**config.mk**
```make
export PLATFORM = sky130hd
export DESIGN_NAME = pum_top
export DESIGN_NICKNAME = d
export VERILOG_FILES = /design/src/common/pum_pkg.sv /design/src/hw/pum_core_pm.sv /design/src/hw/pum_sync.sv /design/src/hw/pum_top.sv
export SDC_FILE = /design/constraint.sdc
export NUM_CORES = 1
export LEC_CHECK = 0
export BUFFER_PORTS_ARGS = -buffer_cell sky130_fd_sc_hd__buf_4
export CAP_MARGIN = 15
export CORE_AREA = 2 2 146 148
export CTS_CLUSTER_SIZE = 16
export DETAILED_ROUTE_END_ITERATION = 8
export DIE_AREA = 0 0 148 150
export HOLD_SLACK_MARGIN = 0.1
export PLACE_DENSITY = 0.76
export SLEW_MARGIN = 20
export SYNTH_ARGS = -nofsm -noshare
export SYNTH_HDL_FRONTEND = slang
export SYNTH_HIERARCHICAL = 1
export SYNTH_SLANG_ARGS = --single-unit
```
**constraint.sdc**
```tcl
create_clock -name pclk -period 2.67 [get_ports pclk]
set_input_delay 0 -clock pclk [delete_from_list [all_inputs] [get_ports pclk]]
set_output_delay 0 -clock pclk [all_outputs]
set_load 0.02 [all_outputs]
```
**src/common/pum_pkg.sv**
```systemverilog
package pum_pkg;

  // Number of host cores sharing one wake pin.
  localparam int NCORE = 3;
  // APB address width and data width.
  localparam int ADDR_W = 8;
  localparam int DATA_W = 32;

  // Register byte offsets within one core window.
  localparam logic [7:0] OFS_PMCSR = 8'h00;
  localparam logic [7:0] OFS_PMC = 8'h04;
  localparam logic [7:0] OFS_USB = 8'h08;
  // Spacing of the per-core windows.
  localparam logic [7:0] CORE_STRIDE = 8'h10;
  // Global registers after the core windows.
  localparam logic [7:0] OFS_GCTRL = 8'h30;
  localparam logic [7:0] OFS_GSTAT = 8'h34;

  // Field positions.
  localparam int PS_LSB = 0;
  localparam int WEN_BIT = 8;
  localparam int WST_BIT = 15;
  localparam int AUX_LSB = 6;
  localparam int SUP_LSB = 11;
  localparam int USB_LSB = 0;
  localparam int USBEFF_LSB = 2;
  localparam int IDOVR_BIT = 0;
  localparam int BUSERR_BIT = 0;
  localparam int BUS_LSB = 4;
  localparam int CRST_BIT = 8;
  localparam int SUP_W = 5;
  localparam int AUX_W = 3;
  // Index of the D3cold bit in the supported wake field.
  localparam int SUP_COLD_IDX = 4;

  // Function power states as held in the power state field.
  localparam logic [1:0] PS_D0 = 2'h0;
  localparam logic [1:0] PS_D1 = 2'h1;
  localparam logic [1:0] PS_D2 = 2'h2;
  localparam logic [1:0] PS_D3 = 2'h3;
  // Bus power states as reported on the bus state pins.
  localparam logic [1:0] BUS_B0 = 2'h0;
  localparam logic [1:0] BUS_B1 = 2'h1;
  localparam logic [1:0] BUS_B2 = 2'h2;
  localparam logic [1:0] BUS_B3 = 2'h3;

  // Reset values: no wake support in D3cold, no aux current.
  localparam logic [4:0] SUP_RST = 5'h0F;
  localparam logic [2:0] AUX_RST = 3'h0;

  // Clock rates.
  localparam int PCLK_MHZ = 200;
  localparam int PCI_CLK_MHZ = 33;

  // USB bus states: stopped, active, constant J, driven K.
  typedef enum logic [1:0] {
    pum_usb_reset,
    pum_usb_oper,
    pum_usb_susp,
    pum_usb_resume
  } pum_usb_t;

  // State of one core's power-management slice.
  typedef struct packed {
    logic [1:0] pstate;
    logic wake_en;
    logic wake_st;
    logic [4:0] sup;
    logic [2:0] aux;
    pum_usb_t usb_req;
  } pum_core_st_t;

endpackage

```
**src/hw/pum_core_pm.sv**
```systemverilog
`timescale 1ns/1ps
// Power-management register slice of one host core.
module pum_core_pm (
  // Clock and reset.
  input wire logic clk,
  input wire logic rst_n,
  // Whole-slice clear and power-state-only return to D0.
  input wire logic clr,
  input wire logic d0_force,
  // Register writes, already qualified by the bus.
  input wire logic wr_pmcsr,
  input wire logic wr_pmc,
  input wire logic wr_usb,
  input wire logic [31:0] wdata,
  input wire logic id_ovr,
  // Capability load from the serial ROM loader.
  input wire logic rom_valid,
  input wire logic [4:0] rom_sup,
  input wire logic [2:0] rom_aux,
  // Wake event pulse and cold (bus unpowered) indication.
  input wire logic wake_evt,
  input wire logic cold,
  // Read views and derived state.
  output logic [31:0] pmcsr_rd,
  output logic [31:0] pmc_rd,
  output logic [31:0] usb_rd,
  output logic wake_req,
  output logic in_d3,
  output pum_pkg::pum_usb_t usb_eff
);

  pum_pkg::pum_core_st_t st_r;
  pum_pkg::pum_core_st_t st_nxt;
  // Index of the current state in the supported wake field.
  logic [2:0] sup_idx;

  // Next-state logic of the slice.
  always_comb begin
    st_nxt = st_r;
    sup_idx = cold ? 3'(pum_pkg::SUP_COLD_IDX) : {1'b0, st_r.pstate};
    if (wr_pmcsr) begin
      st_nxt.pstate = wdata[pum_pkg::PS_LSB +: 2];
      st_nxt.wake_en = wdata[pum_pkg::WEN_BIT];
      // Writing one clears the wake status.
      if (wdata[pum_pkg::WST_BIT]) begin
        st_nxt.wake_st = 1'b0;
      end
    end
    // Capabilities change only under the override, from the ROM or on a clear.
    if (wr_pmc && id_ovr) begin
      st_nxt.sup = wdata[pum_pkg::SUP_LSB +: pum_pkg::SUP_W];
      st_nxt.aux = wdata[pum_pkg::AUX_LSB +: pum_pkg::AUX_W];
    end else if (rom_valid) begin
      st_nxt.sup = rom_sup;
      st_nxt.aux = rom_aux;
    end
    if (wr_usb) begin
      st_nxt.usb_req = pum_pkg::pum_usb_t'(wdata[pum_pkg::USB_LSB +: 2]);
    end
    // An event sets the status only for a supported state; set wins.
    if (wake_evt && st_r.sup[sup_idx]) begin
      st_nxt.wake_st = 1'b1;
    end
    // The power reset edge in D3 touches the power state only.
    if (d0_force) begin
      st_nxt.pstate = pum_pkg::PS_D0;
    end
    // A power reset outside D3 clears everything.
    if (clr) begin
      st_nxt.pstate = pum_pkg::PS_D0;
      st_nxt.wake_en = 1'b0;
      st_nxt.wake_st = 1'b0;
      st_nxt.sup = pum_pkg::SUP_RST;
      st_nxt.aux = pum_pkg::AUX_RST;
      st_nxt.usb_req = pum_pkg::pum_usb_reset;
    end
  end

  // State register.
  always_ff @(posedge clk or negedge rst_n) begin
    if (!rst_n) begin
      st_r.pstate <= pum_pkg::PS_D0;
      st_r.wake_en <= 1'b0;
      st_r.wake_st <= 1'b0;
      st_r.sup <= pum_pkg::SUP_RST;
      st_r.aux <= pum_pkg::AUX_RST;
      st_r.usb_req <= pum_pkg::pum_usb_reset;
    end else begin
      st_r <= st_nxt;
    end
  end

  // Read views and derived outputs.
  always_comb begin
    pmcsr_rd = '0;
    pmcsr_rd[pum_pkg::PS_LSB +: 2] = st_r.pstate;
    pmcsr_rd[pum_pkg::WEN_BIT] = st_r.wake_en;
    pmcsr_rd[pum_pkg::WST_BIT] = st_r.wake_st;
    pmc_rd = '0;
    pmc_rd[pum_pkg::SUP_LSB +: pum_pkg::SUP_W] = st_r.sup;
    pmc_rd[pum_pkg::AUX_LSB +: pum_pkg::AUX_W] = st_r.aux;
    // Outside D0 the bus may only sit in reset or suspend.
    usb_eff = st_r.usb_req;
    if (st_r.pstate != pum_pkg::PS_D0 &&
        (st_r.usb_req == pum_pkg::pum_usb_oper ||
         st_r.usb_req == pum_pkg::pum_usb_resume)) begin
      usb_eff = pum_pkg::pum_usb_susp;
    end
    usb_rd = '0;
    usb_rd[pum_pkg::USB_LSB +: 2] = st_r.usb_req;
    usb_rd[pum_pkg::USBEFF_LSB +: 2] = usb_eff;
    wake_req = st_r.wake_st & st_r.wake_en;
    in_d3 = (st_r.pstate == pum_pkg::PS_D3);
  end

endmodule

```
**src/hw/pum_sync.sv**
```systemverilog
`timescale 1ns/1ps
// Two-stage synchroniser for pin inputs; only the second stage is seen.
module pum_sync #(
  parameter int W = 1
) (
  // Clock and reset.
  input wire logic clk,
  input wire logic rst_n,
  // Asynchronous level and its synchronised copy.
  input wire logic [W-1:0] d,
  output logic [W-1:0] q
);

  // First stage, read by the second stage only.
  logic [W-1:0] meta_r;

  // Both stages reset to zero.
  always_ff @(posedge clk or negedge rst_n) begin
    if (!rst_n) begin
      meta_r <= '0;
      q <= '0;
    end else begin
      meta_r <= d;
      q <= meta_r;
    end
  end

endmodule

```
**src/hw/pum_top.sv**
```systemverilog
// Local design decisions: the placing of the registers and the APB slave port.
`timescale 1ns/1ps
// Overview of operation
// D0 with B0: any bus transaction allowed.
// D1 in B1: wake events only.
// D2/D3hot in B1 or B2: wake only.
// D3cold in B3: reset or wake only.
// Outside D0 USB held in reset or suspend.
// USB states: reset, active, J, K.
// Software writes all cores identically.
// Wake status set only in supported states.
// Software sets D3cold bit and aux current.
// Capabilities writable under override or ROM load.
// Firmware restores capabilities after power-off.
// Software sets state and enable before S3.
// Wake output independent of the bus clock.
// Power reset rise in D3 returns D0.
// Power reset outside D3 clears everything.
// Bus signals disabled while power reset low.
// System holds power reset high normally.
// Power reset rises after bus reset release.
// Without cold wake, power reset tied high.
// Host stops bus clock in B2; reset gives B0.
// Wake output ORs enabled core wake flags.
// After reset: D0, wake bits cleared.
module pum_top (
  // Clock and reset.
  input wire logic pclk,
  input wire logic presetn,
  // APB slave.
  input wire logic [pum_pkg::ADDR_W-1:0] paddr,
  input wire logic psel,
  input wire logic penable,
  input wire logic pwrite,
  input wire logic [pum_pkg::DATA_W-1:0] pwdata,
  output logic [pum_pkg::DATA_W-1:0] prdata,
  output logic pready,
  output logic pslverr,
  // Pins from the system.
  input wire logic core_power_reset_in,
  input wire logic [1:0] pci_bus_state_in,
  input wire logic [pum_pkg::NCORE-1:0] usb_wake_in,
  // Capability load from the serial ROM loader.
  input wire logic rom_load_valid,
  input wire logic [pum_pkg::SUP_W-1:0] rom_sup,
  input wire logic [pum_pkg::AUX_W-1:0] rom_aux,
  // Outputs towards the bus and the USB side.
  output logic wake_event_out,
  output logic pci_bus_enable,
  output logic pci_txn_allow,
  output logic pci_wake_only,
  output logic [2*pum_pkg::NCORE-1:0] usb_state_out
);

  localparam int N = pum_pkg::NCORE;

  // Synchronised copies of the pins.
  logic crst_s;
  logic [1:0] bus_s;
  logic [N-1:0] wake_s;

  // Registered state of the top level.
  typedef struct packed {
    logic crst_q;
    logic [N-1:0] wake_q;
    logic id_ovr;
    logic bus_err;
    logic pready;
    logic pslverr;
    logic [pum_pkg::DATA_W-1:0] prdata;
    logic wake_out;
    logic bus_en;
    logic txn_allow;
    logic wake_only;
    logic [2*N-1:0] usb;
  } pum_top_st_t;

  pum_top_st_t st_r;
  pum_top_st_t st_nxt;

  // Per-core wiring.
  logic [N-1:0] wr_pmcsr;
  logic [N-1:0] wr_pmc;
  logic [N-1:0] wr_usb;
  logic [N-1:0] wake_evt;
  logic [N-1:0] wake_req;
  logic [N-1:0] in_d3;
  logic [31:0] pmcsr_rd [N];
  logic [31:0] pmc_rd [N];
  logic [31:0] usb_rd [N];
  pum_pkg::pum_usb_t usb_eff [N];

  // Derived controls.
  logic any_d3;
  logic soft_clr;
  logic d0_force;
  logic cold;
  logic wr_fire;
  logic [31:0] rd_mux;
  logic rd_hit;

  // Checks the core count against the address map.
  // Only three core windows fit below the global registers.
  initial begin
    if (N < 1 || N > 3) begin
      $error("core count does not fit the register map");
    end
  end

  // Core window number of an address, N when none matches.
  function automatic int core_of(logic [pum_pkg::ADDR_W-1:0] a);
    int r;
    r = N;
    for (int i = 0; i < N; i++) begin
      if (a[7:4] == 4'(i)) begin
        r = i;
      end
    end
    return r;
  endfunction

  // Offset of an address inside its core window.
  function automatic logic [7:0] win_ofs(
      logic [pum_pkg::ADDR_W-1:0] a);
    return a & (pum_pkg::CORE_STRIDE - 8'h01);
  endfunction

  // Power state field of a status read view.
  function automatic logic [1:0] ps_of(logic [31:0] w);
    return w[pum_pkg::PS_LSB +: 2];
  endfunction

  // Pin synchronisers.
  pum_sync #(.W(1)) u_sync_crst (
    .clk(pclk),
    .rst_n(presetn),
    .d(core_power_reset_in),
    .q(crst_s)
  );

  // The bus state pins come from the system power logic.
  // Both bits cross as one word, so a move between codes that differ
  // in two bits may show a middle code for one cycle; the mismatch
  // flag may then record a false state, which software must tolerate.
  pum_sync #(.W(2)) u_sync_bus (
    .clk(pclk),
    .rst_n(presetn),
    .d(pci_bus_state_in),
    .q(bus_s)
  );

  // USB-side wake detections, one per core.
  pum_sync #(.W(N)) u_sync_wake (
    .clk(pclk),
    .rst_n(presetn),
    .d(usb_wake_in),
    .q(wake_s)
  );

  // A wake detection counts once, on its rising edge.
  // A pin that stays high cannot set the flag again after a clear.
  assign wake_evt = wake_s & ~st_r.wake_q;

  // Bus power gone while the function sits in D3 is D3cold.
  assign cold = (bus_s == pum_pkg::BUS_B3);

  // Any core in D3; software keeps the cores equal.
  assign any_d3 = |in_d3;

  // Low power reset outside D3 clears the whole block.
  assign soft_clr = !crst_s && !any_d3;

  // Rising power reset while in D3 returns the power state only.
  // The rest stays intact, so a wake seen in D3cold survives it.
  assign d0_force = crst_s && !st_r.crst_q && any_d3;

  // A write takes effect at the access edge, bus enabled only.
  // Writes while the bus is disabled are dropped, not delayed.
  assign wr_fire = psel && penable && st_r.pready && pwrite &&
                   crst_s;

  // Per-core slices.
  generate
    for (genvar g = 0; g < N; g++) begin : g_core
      // Write strobes for this core's window.
      assign wr_pmcsr[g] = wr_fire && core_of(paddr) == g &&
                           win_ofs(paddr) == pum_pkg::OFS_PMCSR;
      assign wr_pmc[g] = wr_fire && core_of(paddr) == g &&
                         win_ofs(paddr) == pum_pkg::OFS_PMC;
      assign wr_usb[g] = wr_fire && core_of(paddr) == g &&
                         win_ofs(paddr) == pum_pkg::OFS_USB;

      // One slice keeps the registers of one core.
      pum_core_pm u_core (
        .clk(pclk),
        .rst_n(presetn),
        .clr(soft_clr),
        .d0_force(d0_force),
        .wr_pmcsr(wr_pmcsr[g]),
        .wr_pmc(wr_pmc[g]),
        .wr_usb(wr_usb[g]),
        .wdata(pwdata),
        .id_ovr(st_r.id_ovr),
        .rom_valid(rom_load_valid),
        .rom_sup(rom_sup),
        .rom_aux(rom_aux),
        .wake_evt(wake_evt[g]),
        .cold(cold),
        .pmcsr_rd(pmcsr_rd[g]),
        .pmc_rd(pmc_rd[g]),
        .usb_rd(usb_rd[g]),
        .wake_req(wake_req[g]),
        .in_d3(in_d3[g]),
        .usb_eff(usb_eff[g])
      );
    end
  endgenerate

  // Read data selection; unmapped addresses flag an error.
  always_comb begin
    int c;
    logic [7:0] o;
    c = core_of(paddr);
    o = win_ofs(paddr);
    rd_mux = '0;
    rd_hit = 1'b1;
    if (paddr == pum_pkg::OFS_GCTRL) begin
      rd_mux[pum_pkg::IDOVR_BIT] = st_r.id_ovr;
    end else if (paddr == pum_pkg::OFS_GSTAT) begin
      rd_mux[pum_pkg::BUSERR_BIT] = st_r.bus_err;
      rd_mux[pum_pkg::BUS_LSB +: 2] = bus_s;
      rd_mux[pum_pkg::CRST_BIT] = crst_s;
    end else if (c < N && o == pum_pkg::OFS_PMCSR) begin
      rd_mux = pmcsr_rd[c];
    end else if (c < N && o == pum_pkg::OFS_PMC) begin
      rd_mux = pmc_rd[c];
    end else if (c < N && o == pum_pkg::OFS_USB) begin
      rd_mux = usb_rd[c];
    end else begin
      rd_hit = 1'b0;
    end
  end

  // Next state of the top level.
  always_comb begin
    logic illegal;
    st_nxt = st_r;
    illegal = 1'b0;
    st_nxt.crst_q = crst_s;
    st_nxt.wake_q = wake_s;

    // APB: one wait-free access cycle after every setup cycle.
    st_nxt.pready = 1'b0;
    st_nxt.pslverr = 1'b0;
    if (psel && !penable) begin
      st_nxt.pready = 1'b1;
      // Accesses while the power reset is low are refused.
      st_nxt.pslverr = !rd_hit || !crst_s;
      st_nxt.prdata = (crst_s && !pwrite) ? rd_mux : '0;
    end

    // Identifier override bit.
    if (wr_fire && paddr == pum_pkg::OFS_GCTRL) begin
      st_nxt.id_ovr = pwdata[pum_pkg::IDOVR_BIT];
    end

    // Function state against bus state.
    for (int i = 0; i < N; i++) begin
      // D0 needs B0; D1 allows B0 or B1 only.
      if (!in_d3[i] && ps_of(pmcsr_rd[i]) == pum_pkg::PS_D0 &&
          bus_s != pum_pkg::BUS_B0) begin
        illegal = 1'b1;
      end
      if (ps_of(pmcsr_rd[i]) == pum_pkg::PS_D1 &&
          (bus_s == pum_pkg::BUS_B2 ||
           bus_s == pum_pkg::BUS_B3)) begin
        illegal = 1'b1;
      end
      // D2 may not lose bus power; only D3 may see B3.
      if (ps_of(pmcsr_rd[i]) == pum_pkg::PS_D2 &&
          bus_s == pum_pkg::BUS_B3) begin
        illegal = 1'b1;
      end
    end
    // Sticky mismatch flag; a new mismatch wins over the clear.
    if (wr_fire && paddr == pum_pkg::OFS_GSTAT &&
        pwdata[pum_pkg::BUSERR_BIT]) begin
      st_nxt.bus_err = 1'b0;
    end
    if (illegal) begin
      st_nxt.bus_err = 1'b1;
    end

    // Transactions only in B0 with the bus enabled; wake only outside B0.
    st_nxt.bus_en = crst_s;
    st_nxt.txn_allow = crst_s &&
                       bus_s == pum_pkg::BUS_B0;
    st_nxt.wake_only = bus_s != pum_pkg::BUS_B0;
    if (cold) begin
      st_nxt.txn_allow = 1'b0;
    end

    // Wake output from enabled flags, no bus clock involved.
    st_nxt.wake_out = |wake_req;
    // USB bus state per core, two bits each.
    for (int i = 0; i < N; i++) begin
      st_nxt.usb[2*i +: 2] = usb_eff[i];
    end

    // Full clear on a power reset outside D3.
    if (soft_clr) begin
      st_nxt.id_ovr = 1'b0;
      st_nxt.bus_err = 1'b0;
      st_nxt.wake_out = 1'b0;
    end
  end

  // State register; reset leaves the bus fully disabled.
  // Every field resets to zero, which is D0, idle and no wake.
  always_ff @(posedge pclk or negedge presetn) begin
    if (!presetn) begin
      st_r <= '0;
    end else begin
      st_r <= st_nxt;
    end
  end

  // Outputs straight from the state register.
  // No gate follows the flops, so the system pins never glitch.
  assign prdata = st_r.prdata;
  assign pready = st_r.pready;
  assign pslverr = st_r.pslverr;
  // The wake path runs on the always-on core clock.
  assign wake_event_out = st_r.wake_out;
  assign pci_bus_enable = st_r.bus_en;
  assign pci_txn_allow = st_r.txn_allow;
  assign pci_wake_only = st_r.wake_only;
  assign usb_state_out = st_r.usb;

endmodule
```
==> flow_summary.json <==
{
  "clock_path_buffers": 2,
  "post_cts_buffers": 0,
  "powerDensity_nw_per_um2": 384,
  "drt-initial-drc-count": 634,
  "layout_common_cells": "conb_1 (240), nand2_1 (105), buf_4 (99)",
  "path_max_fanout": 12,
  "crit_path_start_kind": "input port",
  "worstPathRequired_ps": 2960,
  "period_needed_ps": 2570,
  "yosys-mux-area-fraction_pct": 10.4,
  "crit_start": "paddr[1]",
  "start_util_pct": 44.9,
  "die_w_um": 148,
  "grt_pass1_wl_um": 34400,
  "antenna_left": 0,
  "worstHoldPathType": "input port to flop",
  "die_area_um2": 22200,
  "cts_tree": "done",
  "row_count": 53,
  "gp_congestion": 0.914,
  "synth_xor_area_share_pct": 0,
  "synth_top_family_by_area": "buffers and inverters",
  "nFillCells": 2002,
  "routed_wirelength_um": 21600,
  "overflow": 0,
  "grt_max_degree": 62,
  "finalCritPeriodShare_pct": 96.1,
  "layout_commonest_cell": "conb_1",
  "finalClockSkew_ps": 5.00,
  "clock_latency_ps": 360,
  "dp_cells": 1367,
  "dr.pass1.iters": 7,
  "path_clk_slew_ps": 80,
  "reg2reg_from": "u_sync_crst/q",
  "ys_types": 61,
  "crit_arrival_ps": 2860,
  "crit_type": "input port to flop",
  "htree_num_levels": 3,
  "layout-drive-gt1-share_pct": 16.1,
  "maxSlewViolCount": 0,
  "dpl_worst_slack_ps": 519,
  "async_flop_share_pct": 100,
  "cts_sinks": 103,
  "finalSetupViolCount": 0,
  "r2r-end": "g_core[1].u_core/pmc_rd[13]",
  "worstSetupEndpoint": "g_core[1].u_core/pmc_rd[13]",
  "synth_area_um2": 9300,
  "synthSimpleGateAreaFrac_pct": 13.7,
  "maxCapViolCount": 0,
  "synth_ff_type": "dfrtp_1",
  "coreArea_um2": 20700,
  "status": "finished clean",
  "finalNonFillerCells": 1420,
  "clock-root-buffer": "clkbuf_16",
  "dp_hpwl_um": 14500,
  "hold-worst-slack_ps": 123,
  "synth_edf_count": 0,
  "syn_to_final_growth_pct": 1.80,
  "syn_avg_cell_area_um2": 8.42,
  "timing.final.hold_violations": 0,
  "synth-compound-area-share_pct": 20.6,
  "fp.dieH_um": 150,
  "yosys_warnings": 6,
  "timing.final.ws_setup_ps": 104,
  "wl_per_cell_um": 15.2,
  "nets": 1200,
  "cp-end-kind": "flop",
  "fmax_ghz": 0.390,
  "tightest_slew_ps": 795,
  "diodes": 0,
  "ioPinCount": 104,
  "cts_buffers": 9,
  "slew_headroom_pct": 47.0,
  "synthAdderAreaFrac_pct": 0,
  "ys_seq_area_share_pct": 27.9,
  "grt_antenna_before_repair": 0,
  "port_buffers": 81,
  "grt_use_total_pct": 19.5,
  "vias": 7071,
  "yosys_register_bits": 103,
  "ir_drop_v": 0.000409,
  "drc_errors": 0,
  "syn_inst": 1105,
  "grt_pass1_vias": 6603,
  "grt_setup_unrepaired": "true",
  "p_leak_nw": 4.21,
  "r2r_slack_ps": 110,
  "ff2ff_path_depth": 8,
  "vias_per_cell": 4.98
}
## per-layer routing
metal  part of all wire (%)  vias to the layer above  track usage [%]  wire (um)
met5                      0                        -                0          0
met3                    6.7                       46             3.32       1450
met2                     47                      253             31.9      10100
met4                    3.3                        0             7.24        718
li1                       -                     3455                -          -
met1                     43                     3317             25.8       9270
## cells in the mapped netlist, types with 3 or more instances
cell type	instances	share of area (%)
and2_2	3	0.24
buf_4	299	24
o221ai_1	6	0.57
nand2_1	107	4.3
clkbuf_1	18	0.73
o21ai_0	58	3.1
nand3_1	7	0.38
nor3_1	17	0.91
inv_1	10	0.40
a221oi_1	14	1.3
conb_1	3	0.12
o211ai_2	4	0.54
dfstp_2	12	3.4
a222oi_1	3	0.32
mux2_2	25	3.0
nor2b_1	23	1.5
dfrtp_1	91	24
buf_2	27	1.5
a211oi_2	4	0.54
nand2b_1	14	0.94
a22oi_1	42	3.4
mux2i_1	62	6.7
mux4_2	3	0.73
and2_1	7	0.47
a21oi_1	67	3.6
o211ai_1	6	0.48
o21bai_1	13	1.0
a211oi_1	12	0.97
nor3b_1	4	0.32
o22ai_1	45	3.0
nor2_1	52	2.1
buf_6	4	0.48
or3_1	6	0.40
## state kept, by name, summed over array words and instances, names as in the netlist
| name | count |
|---|---|
| prdata | 32 |
| g_core.u_core/pmc_rd | 24 |
| g_core.u_core/pmcsr_rd | 12 |
| g_core.u_core/usb_rd | 6 |
| usb_state_out | 6 |
| st_r | 5 |
| u_sync_wake/meta_r | 3 |
| u_sync_wake/q | 3 |
| u_sync_bus/meta_r | 2 |
| u_sync_bus/q | 2 |
| pci_bus_enable | 1 |
| pci_txn_allow | 1 |
| pci_wake_only | 1 |
| pready | 1 |
| pslverr | 1 |
| u_sync_crst/meta_r | 1 |
| u_sync_crst/q | 1 |
| wake_event_out | 1 |
## how the worst min path moves through the flow
stage,cells after the start,endpoint,start,slack (ps)
final,4,prdata[3],paddr[2],120
after global routing,4,prdata[3],paddr[2],130
after CTS,4,prdata[3],paddr[2],110
after detailed placement,1,u_sync_crst/meta_r,core_power_reset_in,110
after global placement,1,u_sync_wake/meta_r[0],usb_wake_in[0],110
after floorplan,0,g_core[0].u_core/pmc_rd[15],presetn,-300
## where the power goes
part	internal [W]	total [W]	switching, W
Clock	0.000662	0.00134	0.000680
Combinational	0.000269	0.000646	0.000377
Sequential	0.00161	0.00164	0.0000331
## cell type report
| type | instances | area (um2) | share of cell area, % |
|---|---|---|---|
| clock buffer | 10 | 229 | 2.42 |
| clock inverter | 6 | 63.8 | 0.674 |
| inverter | 11 | 41.3 | 0.436 |
| multi-input combinational | 879 | 5080 | 53.7 |
| sequential | 103 | 2590 | 27.4 |
| tap | 275 | 344 | 3.63 |
| timing repair buffer | 136 | 1110 | 11.8 |
## per-stage QoR
step / utilization [%] / setup TNS, ps / cell area (um2) / power (W)
2_1_floorplan: - / 0 / 10200 / 0.00233
3_3_place_gp: 42.5 / 0 / 8800 / 0.00225
3_5_place_dp: 42.5 / 0 / 8800 / 0.00226
4_1_cts: 45.7 / 0 / 9460 / 0.00365
5_1_grt: 45.8 / -131 / 9470 / 0.00379
6_report: 45.8 / 0 / 9470 / 0.00363
## cells by family after synthesis
kind of cell    Yosys count
flops                   103
compound gates          293
buf+inv                 360
mux                      90
simple gates            256
other cells               3
## critical path, stage by stage
cell and delay [ps]:
dlygate4sd3_1 550, buf_4 160, nor3_1 430, nand3_1 250
nor2_1 410, nand2_2 260, nor2_1 150, o21bai_1 80
dlygate4sd3_1 560
## timing repair
item                                    4_1_cts  5_1_grt
resized for setup                             0        3
hold buffers                                 37        0
endpoints found under the setup margin        0        7
hold endpoints to repair                     97        0
(Power assumes the default switching activity.)
